<file path="src/shared/standby_sleep_defs.svh">
// Timing and encoding constants for the standby/sleep inhibit sequencer
`ifndef STANDBY_SLEEP_DEFS_SVH
`define STANDBY_SLEEP_DEFS_SVH

`define CLOCK_HZ          25000000
`define SLEEP_TIMEOUT_MS  250
// Typical timeout as clock cycles at the system clock
`define SLEEP_TIMEOUT_CYC ((`CLOCK_HZ / 1000) * `SLEEP_TIMEOUT_MS)
`define TICK_DIV_DEFAULT  25000
// Timebase tick is 1 ms, so the sleep timer counts milliseconds
`define SLEEP_TICKS       `SLEEP_TIMEOUT_MS
`define WAKE_FILTER_TICKS 2
`define MODE_SLEEP        2'h0

`endif

</file>
<file path="src/shared/standby_sleep_pkg.sv">
// Types for the standby/sleep inhibit sequencer
`default_nettype none
package standby_sleep_pkg;

   typedef enum logic [1:0] {
      SLEEP,
      STANDBY,
      ACTIVE,
      SLEEP_PEND
   } power_state_type;

   typedef struct packed {
      logic mode_select_hi;
      logic mode_select_lo;
   } mode_pins_type;

endpackage
`default_nettype wire

</file>
<file path="src/rtl/tick_divider.sv">
// Free-running divider that yields a one-cycle timebase enable
`timescale 1ns/100ps
`default_nettype none
`include "standby_sleep_defs.svh"

module tick_divider #(
   parameter int DIVIDE = `TICK_DIV_DEFAULT
) (
   input  wire logic clock,
   input  wire logic rstn,
   output var  logic tick
);

   localparam int CW = $clog2(DIVIDE);

   logic [CW-1:0] count;
   wire           wrap = (count == CW'(DIVIDE - 1));

   always_ff @(posedge clock) begin
      if (!rstn) begin
         count <= '0;
         tick  <= 1'b0;
      end else begin
         count <= wrap ? '0 : count + CW'(1);
         tick  <= wrap;
      end
   end

endmodule

`default_nettype wire

</file>
<file path="src/rtl/standby_sleep_inhibit_control.sv">
// Power-state sequencer driving the regulator supply inhibit output
//
// Summary of operation
// - Power-on enters standby, inhibit output high.
// - No mode change in standby: sleep after 250ms.
// - Valid filtered wake-up raises inhibit, restarts standby.
// - Active mode stops timer, inhibit stays high.
// - Sleep selected, no wake: inhibit low after 250ms.
// - Leave sleep on non-zero mode or wake-up.
// - Wake-up from sleep drives wake interrupt output low.
`timescale 1ns/100ps
`default_nettype none
`include "standby_sleep_defs.svh"

module standby_sleep_inhibit_control #(
   parameter int TICK_DIV     = `TICK_DIV_DEFAULT,
   parameter int SLEEP_TICKS  = `SLEEP_TICKS,
   parameter int WAKE_TICKS   = `WAKE_FILTER_TICKS
) (
   input  wire logic clock,
   input  wire logic rstn,
   input  wire logic mode_select_lo,
   input  wire logic mode_select_hi,
   input  wire logic high_voltage_wakeup,
   output var  logic supply_inhibit_out,
   output var  logic wake_interrupt_n,
   output var  logic awake
);

   // =====================================================
   // Pin synchronisers
   // =====================================================
   standby_sleep_pkg::mode_pins_type mode_s1;
   standby_sleep_pkg::mode_pins_type mode_s2;
   standby_sleep_pkg::mode_pins_type mode_s3;
   standby_sleep_pkg::mode_pins_type mode_now;
   logic [2:0] wake_sync;
   logic       wake_now;

   always_ff @(posedge clock) begin
      if (!rstn) begin
         mode_s1   <= '0;
         mode_s2   <= '0;
         mode_s3   <= '0;
         wake_sync <= 3'h0;
      end else begin
         mode_s1   <= '{mode_select_hi, mode_select_lo};
         mode_s2   <= mode_s1;
         mode_s3   <= mode_s2;
         wake_sync <= {wake_sync[1:0], high_voltage_wakeup};
      end
   end

   // A change is accepted only once stages two and three agree
   always_ff @(posedge clock) begin
      if (!rstn) begin
         mode_now <= '0;
         wake_now <= 1'b0;
      end else begin
         if (mode_s2 == mode_s3) begin
            mode_now <= mode_s3;
         end
         if (wake_sync[1] == wake_sync[2]) begin
            wake_now <= wake_sync[2];
         end
      end
   end

   // =====================================================
   // Timebase and wake-up filter
   // =====================================================
   logic tick;

   tick_divider #(
      .DIVIDE (TICK_DIV)
   ) u_tick (
      .clock (clock),
      .rstn  (rstn),
      .tick  (tick)
   );

   localparam int TW = $clog2(SLEEP_TICKS + 1);
   localparam int FW = $clog2(WAKE_TICKS + 1);

   logic [FW-1:0] wake_count;
   // Bus traffic must persist past the filter delay to count as wake-up
   wire wake_valid = wake_now && (wake_count == FW'(WAKE_TICKS));

   always_ff @(posedge clock) begin
      if (!rstn) begin
         wake_count <= '0;
      end else if (!wake_now) begin
         wake_count <= '0;
      end else if (tick && !wake_valid) begin
         wake_count <= wake_count + FW'(1);
      end
   end

   // =====================================================
   // Power state machine
   // =====================================================
   standby_sleep_pkg::power_state_type state;
   standby_sleep_pkg::power_state_type next_state;
   logic [TW-1:0] timer;

   wire mode_active = (mode_now != `MODE_SLEEP);
   wire timer_done  = (timer == TW'(SLEEP_TICKS));
   wire restart_timer = (next_state != state);

   always_comb begin
      next_state = state;
      case (state)
         standby_sleep_pkg::SLEEP: begin
            if (mode_active) begin
               next_state = standby_sleep_pkg::ACTIVE;
            end else if (wake_valid) begin
               next_state = standby_sleep_pkg::STANDBY;
            end
         end
         standby_sleep_pkg::STANDBY: begin
            if (mode_active) begin
               next_state = standby_sleep_pkg::ACTIVE;
            end else if (timer_done) begin
               next_state = standby_sleep_pkg::SLEEP;
            end
         end
         standby_sleep_pkg::ACTIVE: begin
            if (!mode_active) begin
               next_state = standby_sleep_pkg::SLEEP_PEND;
            end
         end
         standby_sleep_pkg::SLEEP_PEND: begin
            if (mode_active) begin
               next_state = standby_sleep_pkg::ACTIVE;
            end else if (wake_valid) begin
               next_state = standby_sleep_pkg::STANDBY;
            end else if (timer_done) begin
               next_state = standby_sleep_pkg::SLEEP;
            end
         end
         default: next_state = standby_sleep_pkg::SLEEP;
      endcase
   end

   // Timer runs only in standby and sleep-pending; stopped elsewhere
   wire timer_run = (state == standby_sleep_pkg::STANDBY) ||
                    (state == standby_sleep_pkg::SLEEP_PEND);

   always_ff @(posedge clock) begin
      if (!rstn) begin
         state <= standby_sleep_pkg::STANDBY;
         timer <= '0;
      end else begin
         state <= next_state;
         if (restart_timer || !timer_run) begin
            timer <= '0;
         end else if (tick && !timer_done) begin
            timer <= timer + TW'(1);
         end
      end
   end

   // =====================================================
   // Outputs
   // =====================================================
   wire next_inhibit = (next_state != standby_sleep_pkg::SLEEP);
   // Interrupt low while woken by bus and host has not yet chosen a mode.
   // Sleep-pending counts as asleep: the host has already asked for sleep
   // and only the supply release is still delayed.
   wire in_sleep   = (state == standby_sleep_pkg::SLEEP) ||
                     (state == standby_sleep_pkg::SLEEP_PEND);
   wire next_irq_n = !(next_state == standby_sleep_pkg::STANDBY &&
                       in_sleep) &&
                     !(state == standby_sleep_pkg::STANDBY &&
                       !wake_interrupt_n &&
                       next_state == standby_sleep_pkg::STANDBY);

   always_ff @(posedge clock) begin
      if (!rstn) begin
         supply_inhibit_out <= 1'b1;
         wake_interrupt_n   <= 1'b1;
         awake              <= 1'b0;
      end else begin
         supply_inhibit_out <= next_inhibit;
         wake_interrupt_n   <= next_irq_n;
         awake              <= (next_state == standby_sleep_pkg::ACTIVE);
      end
   end

endmodule

`default_nettype wire

</file>
<file path="config.mk">
export PLATFORM = sky130hd
export DESIGN_NAME = standby_sleep_inhibit_control
export DESIGN_NICKNAME = d
export VERILOG_FILES = /design/src/shared/standby_sleep_pkg.sv /design/src/rtl/tick_divider.sv /design/src/rtl/standby_sleep_inhibit_control.sv
export VERILOG_INCLUDE_DIRS = /design/src /design/src/shared
export SDC_FILE = /design/constraint.sdc
export NUM_CORES = 1
export LEC_CHECK = 0
export ABC_AREA = 1
export ABC_CLOCK_PERIOD_IN_PS = 3100
export BUFFER_PORTS_ARGS = -buffer_cell sky130_fd_sc_hd__buf_2
export CORE_MARGIN = 2
export CORE_UTILIZATION = 30
export CTS_BUF_LIST = sky130_fd_sc_hd__clkbuf_4
export CTS_CLUSTER_SIZE = 25
export DETAILED_ROUTE_END_ITERATION = 8
export HOLD_SLACK_MARGIN = 0.1
export PLACE_DENSITY = 0.5
export SLEW_MARGIN = 20
export SYNTH_ARGS = -nofsm -noshare
export SYNTH_HDL_FRONTEND = slang
export SYNTH_HIERARCHICAL = 1
export SYNTH_SLANG_ARGS = --single-unit
</file>
<file path="constraint.sdc">
create_clock -name clock -period 3.1 [get_ports clock]
set_input_delay 0 -clock clock [delete_from_list [all_inputs] [get_ports clock]]
set_output_delay 0 -clock clock [all_outputs]
set_load 0.01 [all_outputs]
</file>
==> results.txt, run 1 <==
Netlist cell types = 28
setup TNS = 0 ps
Final Setup Violations = 0
RSZ-0062 raised after global routing = false
initial core utilization = 0.314
adder-cell share of the synthesized area = 0.0521
post-synth design cell area = 0.00216 mm^2
H-Tree Depth = 2
PwrDens = 533 mW/mm^2
largest net degree at the start of global routing = 18
VDD IR max = 0.000182 V
placed cell areas = 0.00229 mm^2
first-pass GRT wire length = 7.11 mm
final hold violation count = 0
Seq/Total Area, Yosys = 0.399
leak pwr = 0.996 nW
Slew HR = 0.752
status = finished clean
hpwl dp = 2.85 mm
Setup crit end kind = flop
antenna-violating nets left = 0
vias in the first global route = 1677
most frequent cells in the layout = nand2_1, inv_1, dfxtp_1
Synth Warn # = 6
nets@finish = 324
Ports = 8
xor/xnor share of the synthesized area = 0.0568
dpl cells = 392
ant diodes = 0
share of layout cells above drive strength 1 = 0.151
Final period util = 0.556
CTS tree = built
Die Width = 88.8 um
PortBufs = 7
Cells after Synth = 292
Avg WL per Cell = 9.40 um
CTS clk-pin slew, worst paths = 140 ps
final instance area = 0.00244 mm^2
standard-cell row count = 30
commonest non-fill, non-tap cell in the layout = nand2_1
syn avg cell area = 7.40 um^2
CTS buffer count = 5
min-delay worst type = reg -> reg
Tot Pwr = 0.00130 W
Total GRT Usage = 0.114
DRC viols = 0
WP data required = 3350 ps
Total Wirelength = 3.83 mm
initial antenna violation count = 0
mux cell area share after synthesis = 0.00521
clock latency on the worst-skew pair = 350 ps
Max Clock Freq = 0.580 GHz
initial drt markers = 41
largest family of logic cells by synthesized area = simple AND/OR/NAND/NOR gates
Core Box Area = 0.00687 mm^2
Worst Tran Pin Value = 370 ps
post-synth top area cell = dfxtp_1
Seq cells post-synth = 43
skew final = 15.5 ps
drt via density = 4.21
DR vias = 1714
CTS root buf = clkbuf_4
final RePlAce weighted congestion = 0.940
clk buf depth = 2
Tmin final = 1720 ps
hold_ws = 426 ps
Resize count post-CTS = 0
Syn-to-layout area delta = 13.1%
Post-Layout Cell Count = 407
die area = 0.00789 mm^2
area fraction of the dominant cell type after synthesis = 0.399
total gr overflow = 0
CP Max Fanout = 8
post-synthesis compound-gate area fraction = 0.0597
TritonRoute pass-1 iters = 4
Syn Nets = 306
max_cap viols = 0
CTS sink cnt = 43
max-slew violations = 0
Chip Height = 88.8 um
Synth area leaders = dfxtp_1, nand2_1, inv_1
Worst setup SP type = flop
Worst EP arrival = 1970 ps
WS Path Type = reg -> reg
Synth Area in Simple Gates = 0.332
-- what timing repair did --
item                       CTS  global route
hold buffers                 7             0
hold endpoints to repair    19             0
buffers inserted             0             0
setup endpoints to repair    0             0
-- per-layer routing --
layer / up-vias / part of all wire / wire (um) / global-route usage
li1: 928 / - / - / -
met1: 764 / 0.48 / 1830 / 0.143
met2: 14 / 0.47 / 1810 / 0.181
met3: 8 / 0.025 / 97 / 0.0289
met4: 0 / 0.025 / 94 / 0.0565
met5: - / 0 / 0 / 0
-- sequential cells by signal, indices dropped and copies added (netlist names), 2 cells and up --
name / count
mode_now: 2
mode_s1: 2
mode_s2: 2
mode_s3: 2
state: 2
timer: 8
u_tick/count: 15
wake_count: 2
wake_sync: 3
-- cells in the mapped netlist (all sizes together) --
cell / number
a211oi: 1
a21boi: 1
a21o: 1
a21oi: 15
and3: 1
buf: 2
clkbuf: 1
dfxtp: 43
ha: 9
inv: 49
mux2: 1
nand2: 70
nand3: 16
nand3b: 1
nand4: 7
nor2: 53
nor3: 1
o21ai: 4
or2: 2
xnor2: 2
xor2: 12
-- logic make-up (layout without fill, tap and decap cells) --
group	count (synthesis)	after routing
buf+inv	52	71
xor+xnor	14	14
simple gates	151	151
compound gates	22	22
flops	43	43
fa+ha+maj	9	9
mux	1	1
-- final timing paths --
check | cells past startpoint | slack (ps) | startpoint | to
setup / recovery | 12 | 1380 | state[1] | timer[7]
hold / removal | 2 | 430 | mode_s1[0] | mode_s2[0]
setup reg to reg | 12 | 1380 | state[1] | timer[7]
hold reg to reg | 2 | 430 | mode_s1[0] | mode_s2[0]
-- power by group --
part / internal, W / switching, W
registers: 0.000586 / 0.0000268
clock network: 0.000170 / 0.000185
logic: 0.000118 / 0.000216
total: 0.000874 / 0.000428
-- critical path: stages (launching register included) --
cell	delay, ps
dfxtp_1	420
inv_1	120
ha_1	210
nor2_1	190
nor2_1	90
nand2_2	80
nand2_2	60
nand2_2	70
nand3_1	80
nand2_2	90
nor2_4	40
nand2_4	140
nor2_2	40
-- metrics by stage --
stage | worst slack [ps] | utilization
2_1_floorplan | 1580 | -
3_3_place_gp | 1460 | 0.334
3_5_place_dp | 1440 | 0.334
4_1_cts | 1400 | 0.356
5_1_grt | 1220 | 0.356
6_report | 1380 | 0.356
-- cell type report --
type | count | area, um^2
clock buffer | 5 | 37.5
multi-input combinational | 197 | 1090
timing repair buffer | 14 | 105
fill | 748 | 4430
tap | 96 | 120
sequential | 43 | 861
inverter | 49 | 184
clock inverter | 3 | 42.5
Power figures use the tool's default switching activity.
==> inputs of run 2 (changes only) <==
--- a/config.mk
+++ b/config.mk
@@ -7,7 +7,7 @@
 export NUM_CORES = 1
 export LEC_CHECK = 0
 export ABC_AREA = 1
-export ABC_CLOCK_PERIOD_IN_PS = 3100
+export ABC_CLOCK_PERIOD_IN_PS = 1640
 export BUFFER_PORTS_ARGS = -buffer_cell sky130_fd_sc_hd__buf_2
 export CORE_MARGIN = 2
 export CORE_UTILIZATION = 30
==> constraint.sdc (replaced) <==
create_clock -name clock -period 1.64 [get_ports clock]
set_input_delay 0 -clock clock [delete_from_list [all_inputs] [get_ports clock]]
set_output_delay 0 -clock clock [all_outputs]
set_load 0.01 [all_outputs]
==> run 2 against run 1 <==
Against the previous run:
- worst setup slack got worse by 1300 ps
- maximum frequency rose by 12%
- final area rose by 3.6%
- largest cell class unchanged
- largest power group unchanged
==> results.txt, run 2 (same netlist as run 1, synthesis figures left out) <==
status = finished clean
vias in the first global route = 1656
die area = 0.00789 mm^2
Reg power frac = 0.477
drt via density = 4.21
WS Path Type = reg -> reg
global routing's busiest layer = met2
final instance area = 0.00253 mm^2
worst reg-to-reg setup slack = 100 ps
clock latency on the worst-skew pair = 340 ps
Worst setup SP type = flop
Max Clock Freq = 0.650 GHz
PwrDens = 967 mW/mm^2
total gr overflow = 0
max-slew violations = 0
Worst Tran Pin Value = 373 ps
leak pwr = 1.03 nW
initial core utilization = 0.314
hpwl dp = 2.88 mm
Worst EP arrival = 1790 ps
setup TNS = 0 ps
Int Power = 0.00161 W
FILL cells = 741
skew final = 11.4 ps
max FFs per register = 15
nets@finish = 331
max_cap viols = 0
DRC viols = 0
Chip Height = 88.8 um
PortBufs = 7
Syn-to-layout area delta = 17.2%
met1 usage = 0.136
initial antenna violation count = 0
DR vias = 1743
Avg WL per Cell = 9.51 um
Ports = 8
VDD IR max = 0.000338 V
Slew HR = 0.750
Combinational Power Share = 0.315
first-pass GRT wire length = 6.92 mm
CTS buffer count = 5
commonest non-fill, non-tap cell in the layout = nand2_1
Sw Pwr = 0.000838 W
final hold violation count = 0
GR Util met2 = 0.189
Die Width = 88.8 um
dpl cells = 397
clock share of power = 0.208
Reg with most FFs = u_tick/count
CTS sink cnt = 43
placed cell areas = 0.00233 mm^2
clk buf depth = 2
TritonRoute pass-1 iters = 4
CP Max Fanout = 8
initial drt markers = 35
largest net degree at the start of global routing = 18
CTS tree = built
CTS clk-pin slew, worst paths = 120 ps
met3 Usage GRT = 0.0252
fin util = 0.368
top flop regs = u_tick/count: 15 flops, timer: 8 flops, wake_sync: 3 flops
WP data required = 1890 ps
Total GRT Usage = 0.111
reg-to-reg startpoint = state[0]
RSZ-0062 raised after global routing = false
Final period util = 0.938
Worst Setup SP = state[0]
Post-Layout Cell Count = 414
Tmin final = 1540 ps
share of layout cells above drive strength 1 = 0.217
antenna-violating nets left = 0
ant diodes = 0
standard-cell row count = 30
Core Box Area = 0.00687 mm^2
final RePlAce weighted congestion = 0.906
min-delay worst type = reg -> reg
Sw Ratio = 0.343
H-Tree Depth = 2
most frequent cells in the layout = nand2_1, inv_1, dfxtp_1
Final Setup Violations = 0
hold_sp = mode_s1[1]
Tot Pwr = 0.00245 W
Total Wirelength = 3.94 mm
CTS root buf = clkbuf_4
Setup crit end kind = flop
## run 2: cell types whose count changed in the layout (fill, tap and decap cells not counted), moves of 2 or more
cell	previous run	this run
buf_4	0	7
dfxtp_1	43	39
dfxtp_2	0	2
dfxtp_4	0	2
ha_1	9	7
inv_1	48	46
inv_2	1	3
nand3_1	16	14
nand3_2	0	2
nor2_1	39	36
nor2_4	3	5
## run 2: what timing repair did
action                                  in CTS  in global routing
pin swaps                                    0                  7
endpoints found under the setup margin       8                 10
gates resized for setup                      1                 19
setup buffers                                0                  2
endpoints found under the hold margin       19                  0
hold buffers                                 7                  0
## run 2: power groups by stage
stage	registers (W)	logic [W]	clock network, W
6_report	0.00117	0.000771	0.000509
5_1_grt	0.00118	0.000860	0.000608
4_1_cts	0.00115	0.000693	0.000555
3_5_place_dp	0.00117	0.000675	0
3_3_place_gp	0.00117	0.000680	0
2_1_floorplan	0.00118	0.000484	0
## run 2: path summary, 6_finish.rpt
check,endpoint,depth (start not counted)
max,timer[7],10
min reg2reg,mode_s2[1],2
max reg2reg,timer[7],10
min,mode_s2[1],2
## run 2: critical path: stages (launching register included)
cell and delay [ps]:
dfxtp_4 400, ha_1 200, nor2_2 70, nor2_1 150
nand2_2 70, nand2_2 70, nand2_2 70, a21oi_2 180
nor2_4 60, nand2_4 130, nor2_2 40
## run 2: layer usage
| layer | share of wire | vias up |
|---|---|---|
| met2 | 0.49 | 12 |
| li1 | - | 948 |
| met4 | 0.013 | 0 |
| met5 | 0 | - |
| met3 | 0.023 | 5 |
| met1 | 0.47 | 778 |
## run 2: final cells by class
class	instances	area, um^2	area share
Multi-Input combinational cell	197	1140	0.451
Sequential cell	43	871	0.344
Inverter	49	184	0.0727
Timing Repair Buffer	21	158	0.0623
Tap cell	96	120	0.0475
Clock buffer	6	45.0	0.0178
Clock inverter	2	12.5	0.00494
## run 2: per-stage QoR
stage	hold WS, ps	worst slack [ps]
2_1_floorplan	88.9	124
3_5_place_dp	195	1.47
5_1_grt	469	0.916
4_1_cts	431	30.5
6_report	427	101
3_3_place_gp	182	53.8
==> inputs of run 3 (changes only) <==
--- a/config.mk
+++ b/config.mk
@@ -10,12 +10,12 @@
 export ABC_CLOCK_PERIOD_IN_PS = 1640
 export BUFFER_PORTS_ARGS = -buffer_cell sky130_fd_sc_hd__buf_2
 export CORE_MARGIN = 2
-export CORE_UTILIZATION = 30
+export CORE_UTILIZATION = 40
 export CTS_BUF_LIST = sky130_fd_sc_hd__clkbuf_4
 export CTS_CLUSTER_SIZE = 25
 export DETAILED_ROUTE_END_ITERATION = 8
 export HOLD_SLACK_MARGIN = 0.1
-export PLACE_DENSITY = 0.5
+export PLACE_DENSITY = 0.61
 export SLEW_MARGIN = 20
 export SYNTH_ARGS = -nofsm -noshare
 export SYNTH_HDL_FRONTEND = slang
==> run 3 against run 2 <==
Against the previous run:
- non-clock buffer count shrank 3
- largest cell class unchanged
- power shrank 3.3%
- critical path depth grew 3
==> results.txt, run 3 (same netlist as run 1, synthesis figures left out) <==
vias in the first global route = 1616
Avg WL per Cell = 9.99 um
initial antenna violation count = 0
nets@finish = 328
min-delay worst type = reg -> reg
TritonRoute pass-1 iters = 4
largest net degree at the start of global routing = 18
Core Box Area = 0.00517 mm^2
DR vias = 1713
Final Setup Violations = 0
CTS tree = built
Slew HR = 0.743
die area = 0.00600 mm^2
WP data required = 1890 ps
Sw Pwr = 0.000802 W
PortBufs = 7
CTS clk-pin slew, worst paths = 120 ps
worst reg-to-reg setup slack = 130 ps
max FFs per register = 15
PwrDens = 947 mW/mm^2
Worst EP arrival = 1760 ps
initial core utilization = 0.418
standard-cell row count = 26
Total GRT Usage = 0.140
ant diodes = 0
Worst Tran Pin Value = 384 ps
H-Tree Depth = 2
leak pwr = 1.02 nW
Chip Height = 77.5 um
max_cap viols = 0
max incr delay on CP = 360 ps
CTS buffer count = 5
reg-to-reg startpoint = timer[0]
placed cell areas = 0.00228 mm^2
Combinational Power Share = 0.310
initial drt markers = 55
most used cell, CP = nand2_1
first-pass GRT wire length = 6.84 mm
dpl cells = 369
Total Wirelength = 3.84 mm
status = finished clean
DRC viols = 0
CTS root buf = clkbuf_4
clock latency on the worst-skew pair = 340 ps
hpwl dp = 2.76 mm
WS Path Type = reg -> reg
cell count of the worst reg-to-reg path = 13
share of layout cells above drive strength 1 = 0.220
Reg with most FFs = u_tick/count
final RePlAce weighted congestion = 0.851
Max Clock Freq = 0.664 GHz
RSZ-0062 raised after global routing = false
fin util = 0.483
commonest non-fill, non-tap cell in the layout = nand2_1
final hold violation count = 0
CTS sink cnt = 43
Worst Setup SP = timer[0]
Ports = 8
antenna-violating nets left = 0
drt via density = 4.46
Post-Layout Cell Count = 384
clk buf depth = 2
RR Endpoint = timer[0]
Final period util = 0.919
worst setup path end = timer[0]
Reg power frac = 0.495
most frequent cells in the layout = nand2_1, inv_1, dfxtp_1
Syn-to-layout area delta = 15.6%
Die Width = 77.5 um
VDD IR max = 0.000509 V
final instance area = 0.00250 mm^2
clock share of power = 0.195
Int Power = 0.00156 W
max-slew violations = 0
setup TNS = 0 ps
critical-path cell list = inv_2 > ha_4 > inv_1 > nor2_4 > nand3_2 > nand3_1 > nand2_1 > nand2_1 > nand2_1 > nand2_1 > nand2_2 > nand2_4 > nor2_2
skew final = 9.58 ps
total gr overflow = 0
Worst path slowest cell = dfxtp_2
Sw Ratio = 0.339
Worst setup SP type = flop
Tmin final = 1510 ps
top flop regs = u_tick/count: 15 flops, timer: 8 flops, wake_sync: 3 flops
Setup crit end kind = flop
CP Max Fanout = 8
==> run 3: worst max-delay path: cells and delay by family, from the launching register on <==
kind / cells / cell delay (ps)
adder cells (fa/ha/maj): 1 / 130
buffers and inverters: 2 / 130
flip-flops: 1 / 360
AND/OR/NAND/NOR: 10 / 800
==> run 3: worst min path at each step <==
| stage | startpoint | end | slack, ps | depth (start not counted) |
|---|---|---|---|---|
| 3_5_place_dp | mode_select_hi | mode_s1[1] | 190 | 3 |
| 3_3_place_gp | mode_select_hi | mode_s1[1] | 190 | 3 |
| 6_report | wake_sync[0] | wake_sync[1] | 420 | 2 |
| 5_1_grt | mode_s1[0] | mode_s2[0] | 440 | 2 |
| 2_1_floorplan | rstn | state[0] | 90 | 1 |
| 4_1_cts | wake_sync[0] | wake_sync[1] | 420 | 2 |
==> run 3: cell type report <==
type,count,area (um^2)
Inverter,49,184
Timing Repair Buffer,18,135
Fill cell,540,2680
Clock inverter,2,8.76
Multi-Input combinational cell,197,1170
Clock buffer,5,37.5
Sequential cell,43,871
Tap cell,70,87.6
==> run 3: timing repair <==
| item | 4_1_cts | 5_1_grt |
|---|---|---|
| endpoints found under the setup margin | 0 | 13 |
| endpoints found under the hold margin | 19 | 0 |
| gates resized for setup | 0 | 28 |
| hold buffers | 7 | 0 |
| setup buffers | 0 | 1 |
==> run 3: through the flow <==
step,hold WS [ps],total power (W),setup slack [ps]
finish,424,0.00237,133
global route,443,0.00255,8.70
CTS,424,0.00231,27.1
detailed placement,189,0.00182,26.0
global placement,188,0.00182,15.7
floorplan,88.9,0.00167,124
==> run 3: routing by layer <==
metal  GRT usage  share of wire  up-vias
met5           0              0        -
met2       0.227           0.46       10
met4      0.0500          0.015        0
li1            -              -      936
met3      0.0349          0.021        7
met1       0.182           0.50      760
==> run 3: power by group through the flow <==
stage | Sequential, W | Clock (W) | Combinational (W)
after floorplan | 0.00118 | 0 | 0.000484
after global placement | 0.00117 | 0 | 0.000645
final | 0.00117 | 0.000462 | 0.000732
after global routing | 0.00118 | 0.000542 | 0.000825
after detailed placement | 0.00117 | 0 | 0.000644
after CTS | 0.00115 | 0.000499 | 0.000661
